$ cat config.mk
export PLATFORM = sky130hd
export DESIGN_NAME = mpc_pin_ctrl
export DESIGN_NICKNAME = d
export VERILOG_FILES = /design/src/mpc_pkg.sv /design/src/mpc_pin_ctrl.sv
export SDC_FILE = /design/constraint.sdc
export NUM_CORES = 1
export LEC_CHECK = 0
export BUFFER_PORTS_ARGS = -buffer_cell sky130_fd_sc_hd__buf_2
export CAP_MARGIN = 20
export CELL_PAD_IN_SITES_DETAIL_PLACEMENT = 1
export CELL_PAD_IN_SITES_GLOBAL_PLACEMENT = 2
export CORE_UTILIZATION = 27
export DETAILED_ROUTE_END_ITERATION = 7
export GPL_ROUTABILITY_DRIVEN = 0
export GPL_TIMING_DRIVEN = 0
export PLACE_DENSITY = 0.72
export SLEW_MARGIN = 10
export SYNTH_ARGS = -nofsm -noshare
export SYNTH_HDL_FRONTEND = slang
export SYNTH_SLANG_ARGS = --single-unit
$ cat constraint.sdc
create_clock -name CLK -period 2 [get_ports CLK]
set_input_delay 0 -clock CLK [delete_from_list [all_inputs] [get_ports CLK]]
set_output_delay 0 -clock CLK [all_outputs]
set_load 0.02 [all_outputs]
$ cat src/mpc_pkg.sv
// Constants, field layouts and carrier types for the monitor pin control block
package mpc_pkg;

  // Avalon-MM slave geometry
  localparam int AV_ADDR_W = 8;
  localparam int AV_DATA_W = 32;

  // Register byte offsets (one aligned word each)
  localparam logic [7:0] OFS_CONFIG = 8'h00;
  localparam logic [7:0] OFS_STATUS = 8'h04;
  localparam logic [7:0] OFS_MASK = 8'h08;
  localparam logic [7:0] OFS_FAN_CODE = 8'h0C;
  localparam logic [7:0] OFS_PIN_STATE = 8'h10;
  localparam logic [7:0] OFS_BUS_ADDR = 8'h14;

  // Configuration field positions
  localparam int CFG_FAN_OFF_BIT = 0;
  localparam int CFG_INT_EN_BIT = 1;
  localparam int CFG_THERM_DIG_BIT = 2;
  localparam int CFG_GPI_DIG_BIT = 3;
  localparam int CFG_GPI_HIGH_BIT = 4;
  localparam int CFG_W = 5;

  // Status / mask field positions
  localparam int ST_TRIP_BIT = 0;
  localparam int ST_THERM_EXT_BIT = 1;
  localparam int ST_SUP_RST_BIT = 2;
  localparam int ST_MON_RST_BIT = 3;
  localparam int ST_GPI_BIT = 4;
  localparam int ST_W = 5;

  // Reset values and full fan code
  localparam logic [CFG_W-1:0] CFG_RESET = 5'h00;
  localparam logic [ST_W-1:0] MASK_RESET = 5'h00;
  localparam logic [7:0] FAN_CODE_RESET = 8'h00;
  localparam logic [7:0] FAN_FULL = 8'hFF;

  // Serial bus address: fixed upper part, strap-coded lower part
  localparam logic [4:0] BUS_ADDR_UPPER = 5'h0B;
  localparam logic [1:0] STRAP_CODE_LOW = 2'h2;
  localparam logic [1:0] STRAP_CODE_OPEN = 2'h0;
  localparam logic [1:0] STRAP_CODE_HIGH = 2'h1;

  // Reset stretch timing
  localparam int CLK_PERIOD_NS = 100;
  localparam int RESET_STRETCH_TIME_NS = 200000;
  localparam int RESET_STRETCH_CYCLES =
    (RESET_STRETCH_TIME_NS + CLK_PERIOD_NS - 1) / CLK_PERIOD_NS;

  // Configuration carrier
  typedef struct packed {
    logic gpi_active_high;
    logic gpi_digital;
    logic therm_digital;
    logic int_enable;
    logic fan_off;
  } mpc_cfg_t;

  // Status and mask carrier
  typedef struct packed {
    logic general_purpose_input;
    logic mon_rst;
    logic sup_rst;
    logic therm_ext;
    logic trip;
  } mpc_status_t;

endpackage

$ cat src/mpc_pin_ctrl.sv
// Pin control logic of the temperature monitor: resets, fan, over-temperature, GENERAL_PURPOSE_INPUT, test
`timescale 1ns/100ps
`default_nettype none

module mpc_pin_ctrl #(
  parameter int STRETCH_CYCLES = mpc_pkg::RESET_STRETCH_CYCLES
) (
  input wire logic CLK,
  input wire logic RST,
  input wire logic [mpc_pkg::AV_ADDR_W-1:0] AVS_ADDRESS,
  input wire logic AVS_READ,
  input wire logic AVS_WRITE,
  input wire logic [mpc_pkg::AV_DATA_W-1:0] AVS_WRITEDATA,
  input wire logic [3:0] AVS_BYTEENABLE,
  output logic [mpc_pkg::AV_DATA_W-1:0] AVS_READDATA,
  output logic AVS_WAITREQUEST,
  input wire logic SUPPLY_LOW,
  input wire logic SECOND_VOLTAGE_SENSE_LOW,
  input wire logic MANUAL_RESET_N,
  input wire logic SUPPLY_RESET_IO_N_I,
  output logic SUPPLY_RESET_IO_N_O,
  output logic SUPPLY_RESET_IO_N_OE,
  input wire logic MONITOR_RESET_N_I,
  output logic MONITOR_RESET_N_O,
  output logic MONITOR_RESET_N_OE,
  output logic SELF_RESET_REQ,
  input wire logic FAN_OFF_N_I,
  output logic FAN_OFF_N_O,
  output logic FAN_OFF_N_OE,
  input wire logic NAND_TEST_ENABLE,
  output logic [7:0] FAN_SPEED_OUTPUT,
  output logic FAN_SPEED_OE,
  input wire logic TEMP_VIOLATION,
  input wire logic OVER_TEMP_I,
  output logic OVER_TEMP_O,
  output logic OVER_TEMP_OE,
  input wire logic GENERAL_PURPOSE_INPUT,
  input wire logic ADDR_STRAP_I,
  input wire logic ADDR_STRAP_OPEN,
  output logic NAND_TEST_RESULT_O,
  output logic NAND_TEST_RESULT_OE,
  output logic [6:0] BUS_ADDRESS,
  input wire logic INT_N_I,
  output logic INT_N_O,
  output logic INT_N_OE,
  output logic IRQ
);
  import mpc_pkg::*;

  localparam int CW = $clog2(STRETCH_CYCLES + 1);

  mpc_cfg_t cfg_r;
  mpc_status_t status_r;
  mpc_status_t status_nxt;
  mpc_status_t mask_r;
  logic [7:0] fan_code_r;
  logic wait_r;
  logic [AV_DATA_W-1:0] rdata_r;
  logic [1:0] rst_cond;
  logic [CW-1:0] cnt_r [2];
  logic [1:0] rst_oe_r;
  logic self_rst_r;
  logic od_low_r;
  logic fan_off_oe_r;
  logic test_r;
  logic nand_res_r;
  logic [7:0] fan_out_r;
  logic fan_oe_r;
  logic therm_oe_r;
  logic strap_done_r;
  logic [6:0] bus_addr_r;
  logic irq_r;
  logic int_oe_r;
  logic ext_therm_low;
  logic gpi_active;
  logic acc_wr;
  logic acc_rd;
  logic status_read;
  logic [ST_W-1:0] w1c;

  // Bus handshake: an access completes on the edge where waitrequest is sampled low
  assign acc_wr = AVS_WRITE && !wait_r;
  assign acc_rd = AVS_READ && !wait_r;
  assign status_read = acc_rd && (AVS_ADDRESS == OFS_STATUS);
  assign w1c = (acc_wr && AVS_BYTEENABLE[0] && AVS_ADDRESS == OFS_STATUS) ?
               AVS_WRITEDATA[ST_W-1:0] : '0;

  // One wait cycle per access, then a single-cycle release
  always_ff @(posedge CLK) begin
    if (RST) begin
      wait_r <= 1'b1;
    end else if ((AVS_READ || AVS_WRITE) && wait_r) begin
      wait_r <= 1'b0;
    end else begin
      wait_r <= 1'b1;
    end
  end

  // Read data is loaded on the same edge where waitrequest drops
  always_ff @(posedge CLK) begin
    if (RST) begin
      rdata_r <= '0;
    end else if (AVS_READ && wait_r) begin
      case (AVS_ADDRESS)
        OFS_CONFIG: rdata_r <= {{(AV_DATA_W-CFG_W){1'b0}}, cfg_r};
        OFS_STATUS: rdata_r <= {{(AV_DATA_W-ST_W){1'b0}}, status_r};
        OFS_MASK: rdata_r <= {{(AV_DATA_W-ST_W){1'b0}}, mask_r};
        OFS_FAN_CODE: rdata_r <= {24'h000000, fan_code_r};
        OFS_PIN_STATE: rdata_r <= {24'h000000, INT_N_I, FAN_OFF_N_I, MONITOR_RESET_N_I,
                                   SUPPLY_RESET_IO_N_I, test_r, OVER_TEMP_I,
                                   GENERAL_PURPOSE_INPUT, MANUAL_RESET_N};
        OFS_BUS_ADDR: rdata_r <= {25'h0000000, bus_addr_r};
        default: rdata_r <= '0;
      endcase
    end
  end

  // Writable control registers; unmapped writes are dropped
  // interrupt enable clears
  always_ff @(posedge CLK) begin
    if (RST) begin
      cfg_r <= CFG_RESET;
      mask_r <= MASK_RESET;
      fan_code_r <= FAN_CODE_RESET;
    end else if (acc_wr && AVS_BYTEENABLE[0]) begin
      case (AVS_ADDRESS)
        OFS_CONFIG: cfg_r <= AVS_WRITEDATA[CFG_W-1:0];
        OFS_MASK: mask_r <= AVS_WRITEDATA[ST_W-1:0];
        OFS_FAN_CODE: fan_code_r <= AVS_WRITEDATA[7:0];
        default: ;
      endcase
    end
  end

  // Reset conditions per channel: 0 supply line, 1 monitor line
  // monitor covers all causes
  assign rst_cond[0] = SUPPLY_LOW;
  assign rst_cond[1] = SUPPLY_LOW || SECOND_VOLTAGE_SENSE_LOW || !MANUAL_RESET_N;

  // Stretch counters; power-on reset itself starts a full stretch
  // cycle counter stretch
  for (genvar g = 0; g < 2; g++) begin : g_stretch
    always_ff @(posedge CLK) begin
      if (RST) begin
        cnt_r[g] <= CW'(STRETCH_CYCLES);
        rst_oe_r[g] <= 1'b1;
      end else begin
        rst_oe_r[g] <= rst_cond[g] || (cnt_r[g] != '0);
        if (rst_cond[g]) begin
          cnt_r[g] <= CW'(STRETCH_CYCLES);
        end else if (cnt_r[g] != '0) begin
          cnt_r[g] <= cnt_r[g] - 1'b1;
        end
      end
    end
  end

  // External pull on the supply line while we release it is a self-reset request
  // bidirectional reset input
  always_ff @(posedge CLK) begin
    if (RST) begin
      self_rst_r <= 1'b0;
    end else begin
      self_rst_r <= !SUPPLY_RESET_IO_N_I && !rst_oe_r[0];
    end
  end

  // Open-drain pins only ever drive low
  always_ff @(posedge CLK) begin
    if (RST) begin
      od_low_r <= 1'b0;
    end else begin
      od_low_r <= 1'b0;
    end
  end

  always_ff @(posedge CLK) begin
    if (RST) begin
      fan_off_oe_r <= 1'b0;
    end else begin
      fan_off_oe_r <= cfg_r.fan_off;
    end
  end

  // Pulled low from outside while we are not driving it ourselves
  assign ext_therm_low = cfg_r.therm_digital && !OVER_TEMP_I && !therm_oe_r;
  // GENERAL_PURPOSE_INPUT active level follows the programmed polarity
  assign gpi_active = cfg_r.gpi_digital &&
                      (GENERAL_PURPOSE_INPUT == cfg_r.gpi_active_high);

  always_ff @(posedge CLK) begin
    if (RST) begin
      therm_oe_r <= 1'b0;
    end else begin
      therm_oe_r <= cfg_r.therm_digital && TEMP_VIOLATION;
    end
  end

  // Test mode and fan drive; the fan pin is released while test equipment owns it
  // NAND test select
  always_ff @(posedge CLK) begin
    if (RST) begin
      test_r <= 1'b0;
      fan_oe_r <= 1'b1;
      fan_out_r <= FAN_CODE_RESET;
    end else begin
      test_r <= NAND_TEST_ENABLE;
      // Registered release keeps the fan pin output straight from a flop
      fan_oe_r <= !NAND_TEST_ENABLE;
      if (ext_therm_low || TEMP_VIOLATION) begin
        fan_out_r <= FAN_FULL;
      end else begin
        fan_out_r <= fan_code_r;
      end
    end
  end

  // NAND tree over the digital inputs, shown on the strap pin in test mode
  // strap pin as result
  always_ff @(posedge CLK) begin
    if (RST) begin
      nand_res_r <= 1'b0;
    end else begin
      nand_res_r <= !(MANUAL_RESET_N && GENERAL_PURPOSE_INPUT && OVER_TEMP_I &&
                      SUPPLY_RESET_IO_N_I);
    end
  end

  // Strap caught once, first cycle after power-on reset; later pin changes are ignored
  // power-up sample only
  always_ff @(posedge CLK) begin
    if (RST) begin
      strap_done_r <= 1'b0;
      bus_addr_r <= '0;
    end else if (!strap_done_r) begin
      strap_done_r <= 1'b1;
      if (ADDR_STRAP_OPEN) begin
        bus_addr_r <= {BUS_ADDR_UPPER, STRAP_CODE_OPEN};
      end else if (ADDR_STRAP_I) begin
        bus_addr_r <= {BUS_ADDR_UPPER, STRAP_CODE_HIGH};
      end else begin
        bus_addr_r <= {BUS_ADDR_UPPER, STRAP_CODE_LOW};
      end
    end
  end

  // Sticky status: hardware set wins over a software clear in the same cycle
  always_comb begin
    status_nxt = status_r & ~mpc_status_t'(w1c);
    status_nxt.general_purpose_input = status_r.general_purpose_input && !(status_read && !gpi_active);
    status_nxt.trip = status_nxt.trip || TEMP_VIOLATION;
    status_nxt.therm_ext = status_nxt.therm_ext || ext_therm_low;
    status_nxt.sup_rst = status_nxt.sup_rst || rst_cond[0];
    status_nxt.mon_rst = status_nxt.mon_rst || rst_cond[1];
    status_nxt.general_purpose_input = status_nxt.general_purpose_input || gpi_active;
  end

  always_ff @(posedge CLK) begin
    if (RST) begin
      status_r <= '0;
    end else begin
      status_r <= status_nxt;
    end
  end

  // Interrupt: level output from masked status; pin only when enabled
  // gated by config bit 1
  always_ff @(posedge CLK) begin
    if (RST) begin
      irq_r <= 1'b0;
      int_oe_r <= 1'b0;
    end else begin
      irq_r <= |(status_nxt & mask_r);
      int_oe_r <= cfg_r.int_enable && TEMP_VIOLATION;
    end
  end

  assign AVS_READDATA = rdata_r;
  assign AVS_WAITREQUEST = wait_r;
  assign SUPPLY_RESET_IO_N_OE = rst_oe_r[0];
  assign SUPPLY_RESET_IO_N_O = od_low_r;
  assign MONITOR_RESET_N_OE = rst_oe_r[1];
  assign MONITOR_RESET_N_O = od_low_r;
  assign SELF_RESET_REQ = self_rst_r;
  assign FAN_OFF_N_OE = fan_off_oe_r;
  assign FAN_OFF_N_O = od_low_r;
  assign FAN_SPEED_OUTPUT = fan_out_r;
  assign FAN_SPEED_OE = fan_oe_r;
  assign OVER_TEMP_OE = therm_oe_r;
  assign OVER_TEMP_O = od_low_r;
  assign NAND_TEST_RESULT_O = nand_res_r;
  assign NAND_TEST_RESULT_OE = test_r;
  assign BUS_ADDRESS = bus_addr_r;
  assign INT_N_OE = int_oe_r;
  assign INT_N_O = od_low_r;
  assign IRQ = irq_r;

  // Helper: cycles since each reset condition last ended
  int quiet_r [2];
  always_ff @(posedge CLK) begin
    if (RST) begin
      quiet_r[0] <= 0;
      quiet_r[1] <= 0;
    end else begin
      for (int i = 0; i < 2; i++) begin
        if (rst_cond[i]) begin
          quiet_r[i] <= 0;
        end else if (quiet_r[i] < STRETCH_CYCLES + 4) begin
          quiet_r[i] <= quiet_r[i] + 1;
        end
      end
    end
  end
endmodule

`default_nettype wire

==> metrics.md, run 1 <==
| Metric | Value |
|---|---|
| TritonRoute pass-1 iters | 4 |
| Clk pwr share | 0.441 |
| Peak supply drop | 0.447 mV |
| Multi-input gate area | 1840 µm² |
| CTS tree | yes |
| Ys flop type | dfxtp_1 |
| Core area | 13400 µm² |
| Vias in the first global route | between 3000 and 4000 |
| GR Overflow Total | 0 |
| Port Buffers | 60 |
| Post-synth EDFFs | 22 |
| Die H | 120 µm |
| Num CTS Buffers | 9 |
| Worst-Margin Slew | approximately 0.77 ns |
| Layout cells sized above 1 | 0.295 |
| Pwr per Cell Area | 756 nW/µm² |
| Clk_skew | 0.00317 ns |
| Failing checks | setup timing |
| CP cell instances | inv_2, ha_4, or4b_4, nor4_4, or2b_4, a21oi_2 |
| Worst-path fanout max | 5 |
| Max Clock Freq | 488 MHz |
| Hold Slack | 0.00959 ns |
| DR vias | 3039 |
| Storage cell area | 1740 µm² |
| # setup viols final | 5 |
| Avg WL per Cell | 15.2 µm |
| CP Launch Type | register |
| Seq/Total Area, Yosys | 0.463 |
| Fin crit period | 2.05 ns |
| Clock Latency Late Sink | around 0.33 ns |
| Buf+Inv Stages, Crit Path | 1 |
| Initial Util | 0.281 |
| CTS H-tree depth | 3 |
| Row count | 42 |
| Slowest cell on crit path | or4b_4 |
| Hold WC Path Type | input pin to register |
| Logic pwr share | 0.117 |
| Gate count of the mapped netlist | 375 |
| Synth Register Bits | between 70 and 80 |
| First-pass GRT wire length | roughly 16 mm |
| Antenna violations before repair | 0 |
| DRT antenna net count | 0 |
| Post-synth cell types | 60 |
| Worst rel slew slack | 0.482 |
| NetSw | ~0.9 mW |
| Async set-or-reset flop fraction in the synthesized netlist | 0 |
| Slew Limit Fails | 0 |
| Syn_area_per_cell | about 10 µm² |
| Total GRT Usage | 0.148 |
| Clock buffer depth | 2 |
| Lkg Pwr | about 2.2 nW |
| Outcome | complete, but fails checks |
| Crit Path Category | register to register |
| Vias per inst | 4.50 |
| CP max stage delay | 0.46 ns |
| Final setup margin | -0.0501 ns |
| Post-Route WL | between 10 and 15 mm |
| Critical path's top delay family | simple AND/OR/NAND/NOR gates |
| Residual DRC count | 0 |
| Clock Sink Count | 76 |
| Max_cap viols | 0 |
| DP HPWL | 7.89 mm |
| Synthesis warning total | 0 |
| P_int | between 2 and 3 mW |
| Area grow syn2layout | 31.2% |
| Clock-pin slew on the worst setup and hold paths | 0.06 ns |
| RSZ-0062 raised after global routing | yes |
| Fillers | roughly 1600 |
| CP endpoint kind | register |
| Largest net degree at the start of global routing | 13 |
| Final Power | 3.73 mW |
| Critical Path RT | 2.07 ns |
| Sequential power share | 0.442 |
| Final hold vios | 0 |
| Period utilization | 1.03 |
| # IOs | 124 |
| Chip width | 120 µm |
| Final nets | 559 |
| DRT iter0 DRCs | 92 |
| Synthesized area | 3760 µm² |
| CTS root buffer | clkbuf_16 |
| Die area | roughly 14000 µm² |
| WP data arrival | 2.12 ns |
| Sw Ratio | 0.242 |
flip-flops by register name (all words and copies together) (netlist names), 3 cells and up:
signal            cells
FAN_SPEED_OUTPUT      8
BUS_ADDRESS           3
fan_code_r            8
AVS_READDATA          8
status_r              5
cnt_r                22
mask_r                5
cfg_r                 5
cell usage after synthesis, types with 7 or more instances:
master,instances,area share
xnor2_1,10,0.023
inv_1,8,0.0080
clkbuf_1,7,0.0070
buf_4,35,0.070
a21oi_1,12,0.016
a22o_1,9,0.021
nand3_1,7,0.0093
dfxtp_1,54,0.29
edfxtp_1,22,0.18
nor2_1,57,0.057
mux2i_1,22,0.058
xor2_1,7,0.016
nand2_1,25,0.025
nor3_1,8,0.011
layer usage:
layer	global-route usage	vias up	wire, µm
met5	0	-	0
li1	-	1504	-
met1	0.192	1469	4640
met4	0.0461	0	136
met3	0.0342	9	385
met2	0.244	57	5120
worst paths after layout:
kind	startpoint	end	slack [ns]	cells after the start
max reg2reg	cnt_r[0][0]	cnt_r[0][3]	-0.05	6
min reg2reg	SUPPLY_RESET_IO_N_OE	SELF_RESET_REQ	0.41	1
min	AVS_WRITEDATA[2]	cfg_r[2]	0.01	3
max	cnt_r[0][0]	cnt_r[0][3]	-0.05	6
what timing repair did:
action	4_1_cts	5_1_grt
pin swaps	0	3
endpoints found under the setup margin	23	30
hold endpoints to repair	19	0
hold buffers	16	0
gates cloned	0	0
buffers inserted	0	2
resized for setup	3	12
cell families after synthesis:
kind of cell               after synthesis  share of synthesized area
xor gates and xnor gates                17                     0.0395
buffers and inverters                   56                     0.0940
adders and majority gates                4                     0.0133
and+or+nand+nor                        144                      0.215
other                                    1                   0.000996
muxes                                   28                     0.0764
DFF                                     76                      0.463
AOI/OAI and AO/OA                       49                     0.0984
cell usage in the layout (no fill, tap or decap), types with 3 or more instances in the layout:
cell type / instances
mux2i_1: 22
a2bb2oi_1: 4
clkbuf_1: 8
o21ai_0: 3
clkinv_2: 3
nor3_1: 8
nand2b_1: 3
nor2b_1: 6
o22ai_1: 3
nand2_1: 23
edfxtp_1: 22
dlygate4sd3_1: 16
dfxtp_1: 54
nand3_1: 7
nand4_1: 6
buf_4: 37
a21oi_1: 11
a22o_1: 9
nor4_4: 4
ha_1: 3
nor2_1: 56
clkbuf_16: 10
conb_1: 31
mux2_2: 6
inv_1: 6
xnor2_1: 10
a22oi_1: 3
a41oi_1: 3
xor2_1: 7
buf_2: 63
worst register-to-register path, delay by kind of cell (launching register included):
family                   cells  cell delay, ns
flip-flops                   1            0.44
adder cells (fa/ha/maj)      1            0.12
buffers and inverters        1            0.11
AO/OA/AOI/OAI                1            0.04
AND/OR/NAND/NOR              3            1.08
area by class of cell:
| cell class | instances | share of cell area |
|---|---|---|
| clock buffer | 11 | 0.0514 |
| sequential | 76 | 0.353 |
| clock inverter | 5 | 0.00988 |
| tap | 176 | 0.0446 |
| antenna | 1 | 0.000507 |
| multi-input combinational | 273 | 0.373 |
| buffer | 48 | 0.0656 |
| inverter | 8 | 0.00608 |
| timing repair buffer | 78 | 0.0963 |
power by group through the flow:
stage	Sequential, mW	Clock (mW)	Combinational, mW
global placement	1.68	0	0.394
global route	1.65	1.76	0.474
floorplan	1.70	0	0.257
finish	1.65	1.65	0.437
CTS	1.65	1.69	0.427
detailed placement	1.68	0	0.400
metrics by stage:
step	utilization	cell area [µm²]	setup slack, ns	setup TNS (ns)	std cells
floorplan	-	3880	0.125	0	405
global placement	0.328	4400	-0.0922	-1.33	641
detailed placement	0.328	4400	-0.142	-2.56	641
CTS	0.364	4880	0.00187	0	673
global route	0.368	4940	-0.110	-1.26	675
finish	0.369	4940	-0.0501	-0.232	676
No activity file was read; power rests on OpenSTA's default activity.
==> inputs of run 2 (changes only) <==
--- a/config.mk
+++ b/config.mk
@@ -5,11 +5,12 @@
 export SDC_FILE = /design/constraint.sdc
 export NUM_CORES = 1
 export LEC_CHECK = 0
+export ABC_AREA = 1
 export BUFFER_PORTS_ARGS = -buffer_cell sky130_fd_sc_hd__buf_2
 export CAP_MARGIN = 20
 export CELL_PAD_IN_SITES_DETAIL_PLACEMENT = 1
 export CELL_PAD_IN_SITES_GLOBAL_PLACEMENT = 2
-export CORE_UTILIZATION = 27
+export CORE_UTILIZATION = 25
 export DETAILED_ROUTE_END_ITERATION = 7
 export GPL_ROUTABILITY_DRIVEN = 0
 export GPL_TIMING_DRIVEN = 0
==> run 2 against run 1 <==
Net effect: the run ends with DRC left; area after synthesis fell by 1.9%; global-route usage fell by 0.52 points; sequential cell count did not move; sequential share of layout area rose by 0.44 points; core utilization fell by 3.2 points; final area fell by 1.2%; non-clock buffer count rose by 1; via count rose by 8.1%; first-iteration DRC count rose by 6.5%; critical endpoint is now AVS_WAITREQUEST; largest cell class is now registers; highest routed layer unchanged.
==> metrics.md, run 2 <==
| Metric | Value |
|---|---|
| Gate count of the mapped netlist | 464 (+24%) |
| Post-synth EDFFs | 22 (unchanged) |
| Reg2reg end | cnt_r[1][6] |
| R2R Setup Slk | 0.31 ns (+0.36 ns) |
| Clock buffer depth | 2 (unchanged) |
| Synthesized area | 3690 µm² (-1.9%) |
| DRT iter0 DRCs | 98 (+6.5%) |
| DP HPWL | 8.13 mm (+2.9%) |
| Most frequent cells in the layout | nand2_1 (80), buf_2 (65), nor2_1 (62) |
| Clock Sink Count | 76 (unchanged) |
| Antenna violations before repair | 0 (unchanged) |
| Num CTS Buffers | 9 (unchanged) |
| CTS H-tree depth | 3 (unchanged) |
| Row count | 44 (+4.8%) |
| Yosys top cell by area | dfxtp_1 |
| Max_cap viols | 0 (unchanged) |
| Chip width | 124 µm (+2.9%) |
| Post-synth cell types | 35 (-42%) |
| Vias in the first global route | 3267 (+7.3%) |
| Worst-path fanout max | 10 (+5) |
| Clock Latency Late Sink | 0.34 ns (about the same) |
| CTS root buffer | clkbuf_16 |
| Area grow syn2layout | 32.1% |
| Avg WL per Cell | 13.4 µm (-12%) |
| DRT antenna net count | 0 (unchanged) |
| Critical Path RT | 2.22 ns (+0.15 ns) |
| CP endpoint kind | register |
| RSZ-0062 raised after global routing | no |
| Total GRT Usage | 0.143 (-0.00516) |
| Slew Limit Fails | 0 (unchanged) |
| Port Buffers | 65 (+8.3%) |
| Period utilization | 0.900 (-0.125) |
| Initial Util | 0.255 (-0.0259) |
| Synthesis warning total | 0 (unchanged) |
| Most frequent cell after synthesis | nand2_1 |
| Hold WC Path Type | input pin to register |
| Worst-Margin Slew | 0.597 ns (-0.178 ns) |
| Peak supply drop | 0.391 mV (-13%) |
| R2R Path Start | cnt_r[1][0] |
| TritonRoute pass-1 iters | 6 (+2) |
| Outcome | complete, but fails checks |
| Post-Place Setup Slack | -0.0547 ns (+0.0872 ns) |
| Clk_skew | 0.00507 ns (+0.00190 ns) |
| Top cell type's share of synthesized area | 0.293 (+0.00554) |
| Hold Slack | 0.0241 ns (+0.0145 ns) |
| Fin crit period | 1.80 ns (-0.251 ns) |
| Post-Route WL | 10.5 mm (+1.8%) |
| Failing checks | DRC |
| Largest net degree at the start of global routing | 13 (unchanged) |
| Synth Register Bits | 76 (unchanged) |
| Final hold vios | 0 (unchanged) |
| Final nets | 657 (+18%) |
| DR vias | 3286 (+8.1%) |
| WP data arrival | 2.02 ns (-0.10 ns) |
| Largest Register | cnt_r |
| Max Clock Freq | 556 MHz (+14%) |
| Final setup margin | 0.201 ns (+0.251 ns) |
| Most common cell after layout, fill and taps aside | nand2_1 |
| Fillers | 1783 (+12%) |
| GR Overflow Total | 0 (unchanged) |
| N_diodes | 0 (-1) |
| Pwr per Cell Area | 760 nW/µm² (+0.56%) |
| Worst Hold End | INT_N_OE |
| CTS tree | yes |
| Async set-or-reset flop fraction in the synthesized netlist | 0 (unchanged) |
| Seq/Total Area, Yosys | 0.472 (+0.00893) |
| Crit Path Category | input pin to register |
| Die area | 15300 µm² (+5.9%) |
| Syn_area_per_cell | 7.96 µm² (-21%) |
| Residual DRC count | 3 (+3) |
| Vias per inst | 4.21 (-6.4%) |
| Top post-synthesis cells by count | nand2_1 (81), nor2_1 (62), dfxtp_1 (54) |
| Fin util | 0.337 (-0.0317) |
| Hold wc startpoint | TEMP_VIOLATION |
| Hold depth | 3 (unchanged) |
| Dominant cells by area after synthesis | dfxtp_1 (29%), edfxtp_1 (18%), nand2_1 (8.2%), buf_4 (7.1%), nor2_1 (6.3%) |
| Max FFs per register | 22 (unchanged) |
| Layout cells sized above 1 | 0.265 (-0.0299) |
| Die H | 124 µm (+2.9%) |
| Lkg Pwr | 2.28 nW (+3.7%) |
| First-pass GRT wire length | 16.3 mm (+0.43%) |
| Ys flop type | dfxtp_1 |
| Worst rel slew slack | 0.602 (+0.120) |
| FF-to-FF path depth | 5 (-1) |
| Core area | 14500 µm² (+8.0%) |
| Clock-pin slew on the worst setup and hold paths | 0.06 ns (about the same) |
| # setup viols final | 0 (-5) |
| # IOs | 124 (unchanged) |
| CP Launch Type | input pin |
## run 2: cell types whose count changed after synthesis, moves of 9 or more
cell,delta
inv_1,+28
o21ai_1,+26
nand2_1,+56
mux2i_1,-22
nand3_1,+31
a21oi_1,+12
a22o_1,-9
inv_2,+17
o21ai_0,+10
## run 2: metal layers
layer / up-vias / global-route usage / wire length, µm
met3: 11 / 0.0332 / 426
met1: 1511 / 0.178 / 4870
li1: 1697 / - / -
met2: 67 / 0.245 / 5040
met4: 0 / 0.0429 / 129
met5: - / 0 / 0
## run 2: what timing repair did
item	4_1_cts	5_1_grt
hold buffers	20	0
cloned	0	0
pin swaps	1	0
resized for setup	0	1
buffers inserted	2	0
setup endpoints to repair	11	11
hold endpoints to repair	23	0
## run 2: final cells by class
class,instances,area (µm²),share of cell area
clock inverters,1,30.0,0.00616
inverters,54,204,0.0418
plain buffers,40,282,0.0577
clock buffers,15,269,0.0551
multi-input cells,324,1580,0.324
flip-flops and latches,76,1740,0.357
well taps,184,230,0.0472
repair buffers,87,541,0.111
## run 2: logic make-up (layout without fill, tap and decap cells)
family                   Yosys count  count (layout)  share of synthesized area
AND/OR/NAND/NOR                  216             216                      0.274
XOR/XNOR                           4               4                    0.00949
adder cells (fa/ha/maj)            4               4                     0.0136
other                              1              31                    0.00102
buffers and inverters             94             197                      0.131
AO/OA/AOI/OAI                     69              69                     0.0989
flip-flops                        76              76                      0.472
## run 2: critical path, stage by stage
cell and delay [ns]:
dlygate4sd3_1 0.53, buf_2 0.17, inv_1 0.09, clkbuf_1 0.45, o211ai_1 0.17, dlygate4sd3_1 0.61
## run 2: worst max path at each step
stage	startpoint	end	depth (start not counted)
after global routing	RST	AVS_WAITREQUEST	6
after floorplan	cnt_r[0][4]	cnt_r[0][0]	4
after global placement	cnt_r[0][4]	cnt_r[0][5]	4
after detailed placement	cnt_r[0][4]	cnt_r[0][5]	4
final	RST	AVS_WAITREQUEST	6
after CTS	cnt_r[1][0]	cnt_r[1][7]	5
## run 2: through the flow
stage	setup TNS, ns	area (µm²)	cells	total power, mW
final	0	4880	781	3.71
after global routing	0	4880	781	3.85
after CTS	0	4880	781	3.75
after detailed placement	-0.599	4360	743	2.04
after global placement	0	4360	743	2.03
after floorplan	0	3810	494	1.92
## run 2: where the power goes
part / internal [mW] / switching (mW)
Clock: 1.05 / 0.627
Combinational: 0.155 / 0.244
Sequential: 1.61 / 0.0210
